**config.mk**
```make
export PLATFORM = sky130hd
export DESIGN_NAME = sps_top
export DESIGN_NICKNAME = d
export VERILOG_FILES = /design/src/include/sps_pkg.sv /design/src/logic/sps_top.sv
export SDC_FILE = /design/constraint.sdc
export NUM_CORES = 1
export LEC_CHECK = 0
export BUFFER_PORTS_ARGS = -buffer_cell sky130_fd_sc_hd__clkbuf_2
export CORE_ASPECT_RATIO = 1.4
export CORE_MARGIN = 3
export CORE_UTILIZATION = 65
export CTS_CLUSTER_DIAMETER = 120
export DETAILED_ROUTE_END_ITERATION = 12
export GPL_TIMING_DRIVEN = 0
export PLACE_DENSITY = 0.87
export SYNTH_ARGS = -nofsm -noshare
export SYNTH_HDL_FRONTEND = slang
export SYNTH_SLANG_ARGS = --single-unit
```
**constraint.sdc**
```tcl
create_clock -name clk -period 13.1 [get_ports clk]
set_input_delay 0 -clock clk [delete_from_list [all_inputs] [get_ports clk]]
set_output_delay 0 -clock clk [all_outputs]
set_load 0.02 [all_outputs]
```
**src/include/sps_pkg.sv**
```systemverilog
package sps_pkg;
    // Controller clock and S-curve time unit
    localparam int CLK_FREQ_HZ = 25_000_000;
    localparam int SCURVE_UNIT_MS = 1;
    localparam int TICKS_PER_MS = CLK_FREQ_HZ / 1000 * SCURVE_UNIT_MS;
    // Register byte offsets
    localparam logic [7:0] ADR_STOP = 8'h00;
    localparam logic [7:0] ADR_ALMCLR = 8'h04;
    localparam logic [7:0] ADR_DISP = 8'h08;
    localparam logic [7:0] ADR_MONSEL = 8'h0C;
    localparam logic [7:0] ADR_MON1OFS = 8'h10;
    localparam logic [7:0] ADR_MON2OFS = 8'h14;
    localparam logic [7:0] ADR_SCURVE = 8'h18;
    localparam logic [7:0] ADR_LIMUP = 8'h1C;
    localparam logic [7:0] ADR_LIMLO = 8'h20;
    localparam logic [7:0] ADR_STATUS = 8'h24;
    localparam logic [7:0] ADR_MASK = 8'h28;
    localparam logic [7:0] ADR_STATE = 8'h2C;
    localparam logic [7:0] ADR_HIST = 8'h40;
    localparam logic [7:0] ADR_MAKER = 8'h80;
    // Values after reset
    localparam logic [15:0] RST_STOP = 16'h0000;
    localparam logic [15:0] RST_ALMCLR = 16'h0000;
    localparam logic [15:0] RST_DISP = 16'h0010;
    localparam logic [15:0] RST_MONSEL = 16'h0100;
    localparam logic [15:0] RST_OFS = 16'h0000;
    localparam logic [15:0] RST_SCURVE = 16'h0000;
    localparam logic [31:0] RST_LIM = 32'h0000_0000;
    // Field codes
    localparam logic [15:0] STOP_SLOW = 16'h0001;
    localparam int CLR_LSB = 4;
    localparam logic [3:0] CLR_REQUEST = 4'h1;
    localparam logic [3:0] CLR_IDLE = 4'h0;
    localparam logic signed [15:0] OFS_MAX = 16'sh03E7;
    localparam logic signed [15:0] OFS_MIN = -16'sh03E7;
    localparam logic [7:0] ALM_PARAM_ERR = 8'h37;
    localparam int HIST_DEPTH = 6;
    localparam int MAKER_COUNT = 13;
    localparam logic [15:0] MAKER_VALUE [MAKER_COUNT] = '{
        16'h0001, 16'h0209, 16'h060A, 16'h1918, 16'h030B, 16'h0504, 16'h0102,
        16'h0000, 16'h0005, 16'h120E, 16'h0102, 16'h0000, 16'h0000};
    // Monitor item codes
    localparam logic [3:0] MON_SPEED = 4'h0;
    localparam logic [3:0] MON_TORQUE = 4'h1;
    localparam logic [3:0] MON_SPEED_ABS = 4'h2;
    localparam logic [3:0] MON_TORQUE_ABS = 4'h3;
    // Status and mask bit positions
    localparam int EV_LIMIT = 0;
    localparam int EV_PERR = 1;
    localparam int EV_ALARM = 2;
    localparam int EV_DONE = 3;
    localparam int EV_W = 4;
    // Motion completion sequence
    typedef enum logic [1:0] {
        MOT_IDLE = 2'b00,
        MOT_RUN = 2'b01,
        MOT_SHAPE = 2'b10,
        MOT_DONE = 2'b11
    } sps_motion_e;
endpackage : sps_pkg

```
**src/logic/sps_top.sv**
```systemverilog
// Design decisions made here: the register offsets and the Avalon-MM register port.
module sps_top #(
    // Cycles per millisecond; shorten for simulation
    parameter int TICKS_PER_MS = sps_pkg::TICKS_PER_MS
) (
    // Clock and reset
    input wire logic clk,
    input wire logic srst,
    // Avalon-MM register slave
    input wire logic [7:0] avsAddress,
    input wire logic avsRead,
    input wire logic avsWrite,
    input wire logic [31:0] avsWritedata,
    output logic [31:0] avsReaddata,
    output logic avsWaitrequest,
    output logic irq,
    // Position stepping
    input wire logic homing,
    input wire logic strokeEndPos,
    input wire logic strokeEndNeg,
    input wire logic signed [31:0] cmdPos,
    input wire logic incReq,
    input wire logic signed [15:0] incStep,
    output logic incGrant,
    output logic signed [15:0] incOut,
    output logic servoLock,
    output logic droopClear,
    output logic droopDrain,
    // Motion completion
    input wire logic motionStart,
    input wire logic profileDone,
    output logic motionDoneFlag,
    // Alarms and power cycle
    input wire logic alarmValid,
    input wire logic [7:0] alarmCode,
    input wire logic powerUp,
    output logic parameterErrorAlarm,
    // Display and monitors
    output logic [3:0] ampDisplayItem,
    output logic [3:0] extDisplayItem,
    input wire logic signed [15:0] speedMv,
    input wire logic signed [15:0] torqueMv,
    output logic signed [16:0] analogMonitorOne,
    output logic signed [16:0] analogMonitorTwo
);
    import sps_pkg::*;

    ////////////////////////////////////////////////////////////////////////////
    // Parameter registers
    logic [15:0] stopPat, almClr, dispSel, monSel, monOfs1, monOfs2, scurveMs;
    logic signed [31:0] limUp, limLo;
    logic [EV_W-1:0] status, mask;
    logic [15:0] next_stopPat, next_almClr, next_dispSel, next_monSel;
    logic [15:0] next_monOfs1, next_monOfs2, next_scurveMs;
    logic signed [31:0] next_limUp, next_limLo;
    logic [EV_W-1:0] next_status, next_mask, evSet;
    logic [31:0] next_readdata, rdData;
    logic next_waitreq, next_irq, wrAck, clrPending;
    // Motion and limit state
    sps_motion_e motState, next_motState;
    logic [15:0] tickCnt, msCnt, next_tickCnt, next_msCnt;
    logic signed [31:0] target;
    logic limEnable, swOut, hwHit, limitHit, perr, next_doneFlag;
    logic next_incGrant, next_servoLock, next_droopClear, next_droopDrain;
    logic signed [15:0] next_incOut;
    // Alarm history, entry 0 is the present alarm
    logic [7:0] hist [HIST_DEPTH];
    logic [7:0] next_hist [HIST_DEPTH];
    logic histPush, perrRise;
    logic signed [16:0] next_mon1, next_mon2;

    // Signed clamp of an offset write
    function automatic logic [15:0] clampOfs(input logic [31:0] d);
        if ($signed(d) > $signed({{16{OFS_MAX[15]}}, OFS_MAX})) return OFS_MAX;
        if ($signed(d) < $signed({{16{OFS_MIN[15]}}, OFS_MIN})) return OFS_MIN;
        return d[15:0];
    endfunction : clampOfs
    // Source of one monitor channel by item digit
    function automatic logic signed [16:0] monSrc(input logic [3:0] item,
            input logic signed [15:0] spd, input logic signed [15:0] trq);
        logic signed [15:0] v;
        v = 16'sh0000;
        if (item == MON_SPEED) v = spd;
        else if (item == MON_TORQUE) v = trq;
        else if (item == MON_SPEED_ABS) v = spd[15] ? -spd : spd;
        else if (item == MON_TORQUE_ABS) v = trq[15] ? -trq : trq;
        return {v[15], v};
    endfunction : monSrc
    ////////////////////////////////////////////////////////////////////////////
    // Read decode; maker words come from constants only
    always_comb begin
        rdData = 32'h0000_0000;
        if (avsAddress == ADR_STOP) rdData = {16'h0000, stopPat};
        else if (avsAddress == ADR_ALMCLR) rdData = {16'h0000, almClr};
        else if (avsAddress == ADR_DISP) rdData = {16'h0000, dispSel};
        else if (avsAddress == ADR_MONSEL) rdData = {16'h0000, monSel};
        else if (avsAddress == ADR_MON1OFS) rdData = {{16{monOfs1[15]}}, monOfs1};
        else if (avsAddress == ADR_MON2OFS) rdData = {{16{monOfs2[15]}}, monOfs2};
        else if (avsAddress == ADR_SCURVE) rdData = {16'h0000, scurveMs};
        else if (avsAddress == ADR_LIMUP) rdData = limUp;
        else if (avsAddress == ADR_LIMLO) rdData = limLo;
        else if (avsAddress == ADR_STATUS) rdData = {28'h0000000, status};
        else if (avsAddress == ADR_MASK) rdData = {28'h0000000, mask};
        else if (avsAddress == ADR_STATE)
            rdData = {24'h000000, motState, servoLock, droopDrain, homing,
                parameterErrorAlarm, motionDoneFlag, clrPending};
        else if (avsAddress >= ADR_HIST && avsAddress < ADR_HIST + 8'(4 * HIST_DEPTH))
            rdData = {24'h000000, hist[3'((avsAddress - ADR_HIST) >> 2)]};
        else if (avsAddress >= ADR_MAKER && avsAddress < ADR_MAKER + 8'(4 * MAKER_COUNT))
            rdData = {16'h0000, MAKER_VALUE[4'((avsAddress - ADR_MAKER) >> 2)]};
    end
    assign wrAck = avsWrite && !avsWaitrequest;
    assign clrPending = almClr[CLR_LSB+:4] == CLR_REQUEST;
    // Bus answer one cycle after the request; register writes land one edge later, when wrAck is high
    always_comb begin
        next_waitreq = !((avsRead || avsWrite) && avsWaitrequest);
        next_readdata = (avsRead && avsWaitrequest) ? rdData : avsReaddata;
        next_stopPat = stopPat;
        next_almClr = almClr;
        next_dispSel = dispSel;
        next_monSel = monSel;
        next_monOfs1 = monOfs1;
        next_monOfs2 = monOfs2;
        next_scurveMs = scurveMs;
        next_limUp = limUp;
        next_limLo = limLo;
        next_mask = mask;
        next_status = status;
        if (wrAck) begin
            // Maker and history words have no write path
            if (avsAddress == ADR_STOP) next_stopPat = avsWritedata[15:0];
            else if (avsAddress == ADR_ALMCLR) next_almClr = avsWritedata[15:0];
            else if (avsAddress == ADR_DISP) next_dispSel = avsWritedata[15:0];
            else if (avsAddress == ADR_MONSEL) next_monSel = avsWritedata[15:0];
            else if (avsAddress == ADR_MON1OFS) next_monOfs1 = clampOfs(avsWritedata);
            else if (avsAddress == ADR_MON2OFS) next_monOfs2 = clampOfs(avsWritedata);
            else if (avsAddress == ADR_SCURVE) next_scurveMs = avsWritedata[15:0];
            else if (avsAddress == ADR_LIMUP) next_limUp = avsWritedata;
            else if (avsAddress == ADR_LIMLO) next_limLo = avsWritedata;
            else if (avsAddress == ADR_STATUS) next_status = status & ~avsWritedata[EV_W-1:0];
            else if (avsAddress == ADR_MASK) next_mask = avsWritedata[EV_W-1:0];
        end
        // Request digit drops back once the power-up clear has run
        if (powerUp && clrPending) next_almClr[CLR_LSB+:4] = CLR_IDLE;
        // Event wins over a write-one clear in the same cycle
        next_status = next_status | evSet;
        next_irq = |(next_status & next_mask);
    end

    always_ff @(posedge clk) begin
        if (srst) begin
            avsWaitrequest <= 1'b1;
            avsReaddata <= 32'h0000_0000;
            irq <= 1'b0;
            stopPat <= RST_STOP;
            almClr <= RST_ALMCLR;
            dispSel <= RST_DISP;
            monSel <= RST_MONSEL;
            monOfs1 <= RST_OFS;
            monOfs2 <= RST_OFS;
            scurveMs <= RST_SCURVE;
            limUp <= RST_LIM;
            limLo <= RST_LIM;
            status <= '0;
            mask <= '0;
        end else begin
            avsWaitrequest <= next_waitreq;
            avsReaddata <= next_readdata;
            irq <= next_irq;
            stopPat <= next_stopPat;
            almClr <= next_almClr;
            dispSel <= next_dispSel;
            monSel <= next_monSel;
            monOfs1 <= next_monOfs1;
            monOfs2 <= next_monOfs2;
            scurveMs <= next_scurveMs;
            limUp <= next_limUp;
            limLo <= next_limLo;
            status <= next_status;
            mask <= next_mask;
        end
    end

    ////////////////////////////////////////////////////////////////////////////
    // Limit check on the target of each step, signed
    always_comb begin
        target = cmdPos + 32'(incStep);
        perr = limUp < limLo;
        limEnable = !homing && (limUp != limLo) && !perr;
        swOut = limEnable && (target > limUp || target < limLo);
        hwHit = (strokeEndPos && !incStep[15] && incStep != 16'sh0000)
            || (strokeEndNeg && incStep[15]);
        limitHit = incReq && (swOut || hwHit);
        next_incGrant = incReq && !limitHit;
        next_incOut = next_incGrant ? incStep : 16'sh0000;
        // Lock holds until a step that stays in range
        next_servoLock = limitHit ? 1'b1 : (incReq ? 1'b0 : servoLock);
        // Sudden stop resets droop, slow stop drains it
        next_droopClear = limitHit && stopPat != STOP_SLOW;
        next_droopDrain = limitHit ? (stopPat == STOP_SLOW)
            : (incReq ? 1'b0 : droopDrain);
        // Monitor channels with offsets added
        next_mon1 = monSrc(monSel[3:0], speedMv, torqueMv) + {monOfs1[15], monOfs1};
        next_mon2 = monSrc(monSel[11:8], speedMv, torqueMv) + {monOfs2[15], monOfs2};
    end
    always_ff @(posedge clk) begin
        if (srst) begin
            incGrant <= 1'b0;
            incOut <= 16'sh0000;
            servoLock <= 1'b0;
            droopClear <= 1'b0;
            droopDrain <= 1'b0;
            parameterErrorAlarm <= 1'b0;
            ampDisplayItem <= RST_DISP[3:0];
            extDisplayItem <= RST_DISP[7:4];
            analogMonitorOne <= 17'sh00000;
            analogMonitorTwo <= 17'sh00000;
        end else begin
            incGrant <= next_incGrant;
            incOut <= next_incOut;
            servoLock <= next_servoLock;
            droopClear <= next_droopClear;
            droopDrain <= next_droopDrain;
            parameterErrorAlarm <= perr;
            ampDisplayItem <= dispSel[3:0];
            extDisplayItem <= dispSel[7:4];
            analogMonitorOne <= next_mon1;
            analogMonitorTwo <= next_mon2;
        end
    end

    ////////////////////////////////////////////////////////////////////////////
    // Done flag; S-curve adds exactly scurveMs milliseconds
    always_comb begin
        next_motState = motState;
        next_tickCnt = tickCnt;
        next_msCnt = msCnt;
        case (motState)
            MOT_IDLE, MOT_DONE: begin
                if (motionStart) next_motState = MOT_RUN;
            end
            MOT_RUN: begin
                next_tickCnt = 16'h0000;
                next_msCnt = 16'h0000;
                if (profileDone)
                    next_motState = (scurveMs == 16'h0000) ? MOT_DONE : MOT_SHAPE;
            end
            MOT_SHAPE: begin
                next_tickCnt = tickCnt + 16'h0001;
                if (tickCnt == 16'(TICKS_PER_MS - 1)) begin
                    next_tickCnt = 16'h0000;
                    next_msCnt = msCnt + 16'h0001;
                    if (msCnt + 16'h0001 == scurveMs) next_motState = MOT_DONE;
                end
            end
            default: next_motState = MOT_IDLE;
        endcase
        next_doneFlag = next_motState == MOT_DONE;
        // Hardware events feeding the sticky status
        perrRise = perr && !parameterErrorAlarm;
        histPush = alarmValid || perrRise;
        evSet = {next_doneFlag && !motionDoneFlag, histPush, perr, limitHit};
        // History shifts on each new alarm; clear only at power-up
        for (int i = 0; i < HIST_DEPTH; i++) next_hist[i] = hist[i];
        if (powerUp && clrPending) begin
            for (int i = 0; i < HIST_DEPTH; i++) next_hist[i] = 8'h00;
        end else if (histPush) begin
            for (int i = HIST_DEPTH - 1; i > 0; i--) next_hist[i] = hist[i-1];
            next_hist[0] = alarmValid ? alarmCode : ALM_PARAM_ERR;
        end
    end

    always_ff @(posedge clk) begin
        if (srst) begin
            motState <= MOT_IDLE;
            tickCnt <= 16'h0000;
            msCnt <= 16'h0000;
            motionDoneFlag <= 1'b0;
            for (int i = 0; i < HIST_DEPTH; i++) hist[i] <= 8'h00;
        end else begin
            motState <= next_motState;
            tickCnt <= next_tickCnt;
            msCnt <= next_msCnt;
            motionDoneFlag <= next_doneFlag;
            for (int i = 0; i < HIST_DEPTH; i++) hist[i] <= next_hist[i];
        end
    end
endmodule : sps_top

```
==> flow_metrics.py, run 1 <==
metrics = {
    "status": {
        "status": "finished, violations left",
        "violations": "capacitance limit",
    },
    "worst_setup_path": {
        "critPathCaptureType": "flip-flop",
        "critPathTopFamily": "compound AO/OA/AOI/OAI gates",
        "critPathArrivalTime_ps": 6840,
        "path_buf_inv": 5,
        "crit_path_start_kind": "primary input",
        "crit_fanout": 10,
        "crit_required_ps": 13600,
        "critPathMaxStageDelay_ps": 620,
        "crit_cells": 26,
        "crit_slowest_cell": "a311oi_1",
        "rr_worst_depth": 15,
        "crit_type": "in2reg",
    },
    "timing": {
        "finalSetupTns_ps": 0,
        "min_period_ps": 6340,
        "worst_clock_skew_ps": 37.7,
        "hold_slack_ps": 62.4,
        "setup_viol": 0,
        "max_slew_margin": 0.0176,
        "rsz0062_at_grt": "false",
        "max_slew.worst_pin.slew_ps": 1440,
        "hold_violations": 0,
        "timing.final.crit_share": 0.484,
        "slew_viol_final": 0,
        "timing.fmax_ghz": 0.158,
    },
    "grt": {
        "grt_pass1_wl_um": 142000,
        "grt_pass1_vias": 25300,
        "grt_start_max_net_pins": 21,
        "antenna_found_initial": 1,
        "grt.busiest_layer": "met2",
        "met1_usage": 0.497,
        "grt_use_total": 0.500,
        "grtUsageMet2": 0.809,
        "grt-ovfl-total": 0,
        "gr-usage-met3": 0.141,
    },
    "power": {
        "switching_power_uw": 829,
        "p_int_mw": 1.90,
        "switching_share": 0.304,
        "p_seq_frac": 0.419,
        "max-vdd-ir-drop_mv": 0.138,
        "power_density_mw_per_mm2": 106,
        "total_power_mw": 2.73,
        "p_comb_frac": 0.193,
        "power_frac_clock": 0.388,
        "power_leakage_nw": 10.2,
    },
    "yosys": {
        "synth_cell_type_count": 91,
        "synth-edff-count": 8,
        "synth_area_leader_cell": "dfxtp_1",
        "synthCells": 2878,
        "seq_area_frac_synth": 0.328,
        "netlist_area_mm2": 0.0225,
        "async_flop_share": 0,
        "synthTopCellsByArea": "dfxtp_1, ha_1, nand2_1",
        "syn-num-nets": 3191,
        "synth-seq-cells": 364,
        "synth_top_area_share": 0.317,
        "synth_ff_type": "dfxtp_1",
        "yosys_warnings": 0,
        "syn_avg_cell_area_um2": 7.81,
    },
    "job": {
        "cap_violations": 1,
    },
    "placed_design": {
        "gp_routability_congestion": 1.11,
        "placed_cell_area_mm2": 0.0241,
        "hpwl_um": 68300,
        "portBuffers": 218,
    },
    "clock_tree": {
        "clock_sinks": 364,
        "worstSkewPairLatency_ps": 560,
        "cts_buffer_depth": 3,
        "cts.htree.levels": 2,
        "root_buffer": "clkbuf_16",
        "tritoncts": "done",
        "clk_pin_slew_ps": 70,
        "cts_made_buffers": 36,
    },
    "hold_path": {
        "hold_class": "in2reg",
        "holdPathStages": 5,
    },
    "routing": {
        "first_iter_violations": 3539,
        "drc": 0,
        "vias": 25400,
        "via_per_inst": 6.97,
        "wl_per_cell_um": 26.1,
        "drtAntennaViolNets": 0,
        "finalWirelength_um": 95400,
        "dr.pass1.iters": 8,
    },
    "floorplanning": {
        "die_w_um": 163,
        "initial_core_util": 0.667,
        "rows": 79,
        "ios": 238,
        "core_area_mm2": 0.0337,
        "die_h_um": 226,
        "die-area_mm2": 0.0369,
    },
    "final_layout": {
        "final_core_util": 0.765,
        "final_nets": 3494,
        "area_delta_synth_final_pct": 14.7,
        "num_antenna_cells": 0,
        "fin_area_mm2": 0.0258,
        "drive_gt1_frac": 0.110,
        "final_cell_mix": "nand2_1, dfxtp_1, a21oi_1",
        "final_common_cell": "nand2_1",
    },
}
-- metrics by stage --
step	setup slack, ps	cells
after floorplan	8510	2878
after global placement	7350	3541
after detailed placement	7240	3541
after CTS	7200	3650
after global routing	6670	3650
final	6760	3650
-- worst register-to-register path: cells and delay by family (launching register included) --
kind	cells	cell delay (ps)
AO/OA/AOI/OAI	11	3070
adder cells (fa/ha/maj)	1	350
buffers and inverters	2	960
flip-flops	1	300
AND/OR/NAND/NOR	1	140
-- sequential cells by signal, summed over array words and instances (netlist names), 17 cells and up --
| register | flops |
|---|---|
| analogMonitorTwo | 17 |
| limUp | 32 |
| limLo | 32 |
| avsReaddata | 32 |
| analogMonitorOne | 17 |
| hist | 48 |
-- logic make-up after synthesis --
| group | Yosys count | synth area share |
|---|---|---|
| compound gates | 799 | 0.225 |
| fa+ha+maj | 173 | 0.0973 |
| buf+inv | 289 | 0.0505 |
| xor+xnor | 106 | 0.0413 |
| mux | 67 | 0.0345 |
| simple gates | 1080 | 0.223 |
| flops | 364 | 0.328 |
-- synthesized netlist by cell type (14+ instances only) --
cell / n
a2111oi_0: 15
a211oi_1: 67
a21o_1: 41
a21oi_1: 314
a221oi_1: 33
a22oi_1: 45
a31oi_1: 17
and2_1: 37
and3_1: 32
buf_2: 18
clkbuf_1: 140
dfxtp_1: 356
ha_1: 170
inv_1: 111
mux2i_1: 56
nand2_1: 420
nand2b_1: 16
nand3_1: 59
nand4_1: 40
nor2_1: 280
nor2b_1: 34
nor3_1: 55
nor3b_1: 14
nor4_1: 24
o211ai_1: 24
o21ai_0: 127
or3_1: 15
xnor2_1: 68
xor2_1: 38
-- final timing paths --
kind / from / to / slack, ps
setup / recovery: incStep[0] / incOut[9] / 6760
hold / removal: profileDone / motState[0] / 60
setup reg to reg: monSel[1] / analogMonitorOne[15] / 8200
hold reg to reg: almClr[14] / almClr[14] / 460
-- area by class of cell --
class	instances	area [µm²]
Timing Repair Buffer	265	1560
Buffer	175	707
Sequential cell	364	7370
Tap cell	445	557
Multi-Input combinational cell	2225	14000
Clock inverter	11	109
Inverter	114	428
Clock buffer	51	1060
Fill cell	2365	7940
-- power groups by stage --
stage | Combinational [mW] | Clock [mW] | Sequential [mW]
finish | 0.528 | 1.06 | 1.14
global route | 0.555 | 1.09 | 1.14
CTS | 0.490 | 1.04 | 1.14
detailed placement | 0.470 | 0 | 1.17
global placement | 0.448 | 0 | 1.16
floorplan | 0.290 | 0 | 1.18
-- per-layer routing --
| metal | part of all wire | vias to the layer above |
|---|---|---|
| li1 | - | 10900 |
| met1 | 0.31 | 11600 |
| met2 | 0.45 | 2128 |
| met3 | 0.11 | 798 |
| met4 | 0.13 | 0 |
| met5 | 0 | - |
-- timing repair --
item | in CTS | in global routing
hold buffers | 47 | 0
endpoints found under the hold margin | 64 | 0
resized for setup | 0 | 0
endpoints found under the setup margin | 0 | 0
buffers inserted | 0 | 0
(Power assumes the default switching activity.)
==> run 2, diff against run 1 <==
--- a/config.mk
+++ b/config.mk
@@ -8,11 +8,11 @@
 export BUFFER_PORTS_ARGS = -buffer_cell sky130_fd_sc_hd__clkbuf_2
 export CORE_ASPECT_RATIO = 1.4
 export CORE_MARGIN = 3
-export CORE_UTILIZATION = 65
+export CORE_UTILIZATION = 54
 export CTS_CLUSTER_DIAMETER = 120
 export DETAILED_ROUTE_END_ITERATION = 12
 export GPL_TIMING_DRIVEN = 0
-export PLACE_DENSITY = 0.87
+export PLACE_DENSITY = 0.77
 export SYNTH_ARGS = -nofsm -noshare
 export SYNTH_HDL_FRONTEND = slang
 export SYNTH_SLANG_ARGS = --single-unit
==> constraint.sdc (replaced) <==
create_clock -name clk -period 5.2 [get_ports clk]
set_input_delay 0 -clock clk [delete_from_list [all_inputs] [get_ports clk]]
set_output_delay 0 -clock clk [all_outputs]
set_load 0.02 [all_outputs]
==> run 2 against run 1 <==
Effect of this change:
- the flow now finishes without violations
- clock-buffer cell count down 4
- cell count up 2.8%
- die area up 20%
- combinational power up 150%
- critical endpoint unchanged
==> flow_metrics.py, run 2 (synthesis results as in run 1) <==
metrics = {
    "power": {
        "power_leakage_nw": 10.3,
        "max-vdd-ir-drop_mv": 0.291,
        "power_density_mw_per_mm2": 267,
    },
    "final_layout": {
        "top_register": "hist",
        "drive_gt1_frac": 0.118,
        "largest_reg_flops": 48,
        "fin_cells": 3752,
        "final_common_cell": "nand2_1",
        "fin_area_mm2": 0.0261,
        "final_cell_mix": "nand2_1, dfxtp_1, a21oi_1",
        "final_nets": 3505,
        "area_delta_synth_final_pct": 16.2,
        "fillers": 3475,
        "num_antenna_cells": 0,
    },
    "grt": {
        "grt_use_total": 0.406,
        "antenna_found_initial": 0,
        "grt-ovfl-total": 0,
        "grt_pass1_wl_um": 137000,
        "grt_pass1_vias": 23500,
        "grt_start_max_net_pins": 21,
    },
    "placed_design": {
        "hpwl_um": 71300,
        "dp_cells": 3632,
        "gp_routability_congestion": 1.06,
        "placed_cell_area_mm2": 0.0242,
        "portBuffers": 218,
    },
    "clock_tree": {
        "cts_buffer_depth": 3,
        "clk_pin_slew_ps": 60,
        "cts_made_buffers": 38,
        "cts.htree.levels": 2,
        "root_buffer": "clkbuf_16",
        "worstSkewPairLatency_ps": 560,
        "clock_sinks": 364,
        "tritoncts": "done",
    },
    "job": {
        "cap_violations": 0,
    },
    "timing": {
        "finalSetupTns_ps": 0,
        "slew_viol_final": 0,
        "min_period_ps": 5090,
        "max_slew_margin": 0.0737,
        "hold_slack_ps": 36.4,
        "timing.fmax_ghz": 0.196,
        "hold_violations": 0,
        "worst_clock_skew_ps": 24.2,
        "setup_viol": 0,
        "max_slew.worst_pin.slew_ps": 1370,
        "timing.final.crit_share": 0.980,
    },
    "floorplanning": {
        "ios": 238,
        "die_h_um": 247,
        "die-area_mm2": 0.0441,
        "die_w_um": 178,
        "rows": 87,
        "core_area_mm2": 0.0407,
        "initial_core_util": 0.552,
    },
    "hold_path": {
        "hold_class": "in2reg",
    },
    "routing": {
        "via_per_inst": 6.39,
        "first_iter_violations": 2211,
        "drtAntennaViolNets": 0,
        "vias": 24000,
        "finalWirelength_um": 92600,
        "dr.pass1.iters": 8,
        "wl_per_cell_um": 24.7,
        "drc": 0,
    },
    "status": {
        "status": "finished, final reports clean",
    },
    "worst_setup_path": {
        "crit_type": "in2reg",
        "crit_path_start_kind": "primary input",
        "crit_required_ps": 5630,
        "critPathArrivalTime_ps": 5520,
        "r2r_setup_slack_ps": 340,
        "crit_fanout": 10,
        "critPathCaptureType": "flip-flop",
    },
}
## run 2: area by class of cell
type                       instances  area (µm²)  area share
clock inverter                    19         191     0.00733
inverter                         114         428      0.0164
multi-input combinational       2225       14100       0.539
sequential                       364        7370       0.282
timing repair buffer             274        1630      0.0624
tap                              534         668      0.0256
buffer                           175         707      0.0271
clock buffer                      47        1060      0.0405
## run 2: through the flow
stage | worst slack [ps] | utilization | power, mW
3_5_place_dp | -711 | 0.596 | 4.13
4_1_cts | 8.25 | 0.639 | 6.91
6_report | 106 | 0.642 | 6.97
3_3_place_gp | -716 | 0.595 | 4.09
5_1_grt | -71.5 | 0.642 | 7.18
2_1_floorplan | 607 | - | 3.69
## run 2: worst max-delay path, cell delays in order
cell and delay (ps):
clkbuf_2 120, ha_1 170, inv_1 50, fa_1 420
nor2b_2 150, o31a_1 250, o41ai_4 90, o22ai_2 210
a41o_1 250, a41oi_2 190, a21oi_2 320, a211oi_2 120
or3_1 420, xnor2_2 160, ha_1 330, and4_1 250
nand4_1 190, nor2_2 230, o31ai_1 200, nand3_1 170
mux2i_1 240, o311ai_2 130, and2_4 210, and3_4 180
buf_6 140, buf_6 140, and2_1 160
## run 2: power breakdown
group | internal (mW) | leakage [nW] | switching [mW] | total [mW]
Sequential | 2.84 | 2.97 | 0.0319 | 2.88
Clock | 1.56 | 0.603 | 1.23 | 2.80
Combinational | 0.473 | 6.69 | 0.824 | 1.30
## run 2: final timing paths
path / end / from / cells past startpoint
max: incOut[9] / incStep[0] / 27
min: incOut[15] / incStep[15] / 2
max reg2reg: analogMonitorOne[15] / monSel[1] / 12
min reg2reg: avsReaddata[10] / avsReaddata[10] / 2
## run 2: routing by layer
| layer | vias to the layer above | global-route usage | share of wire |
|---|---|---|---|
| met1 | 11200 | 0.421 | 0.34 |
| met2 | 1410 | 0.712 | 0.48 |
| met5 | - | 0 | 0 |
| met4 | 0 | 0.331 | 0.10 |
| li1 | 10900 | - | - |
| met3 | 447 | 0.0684 | 0.079 |
## run 2: what timing repair did
item                       CTS  global route
setup buffers                0             5
setup endpoints to repair   18            20
hold endpoints to repair    63             0
cloned                       0             0
hold buffers                49             0
pin swaps                    0             9
resized for setup            3            14
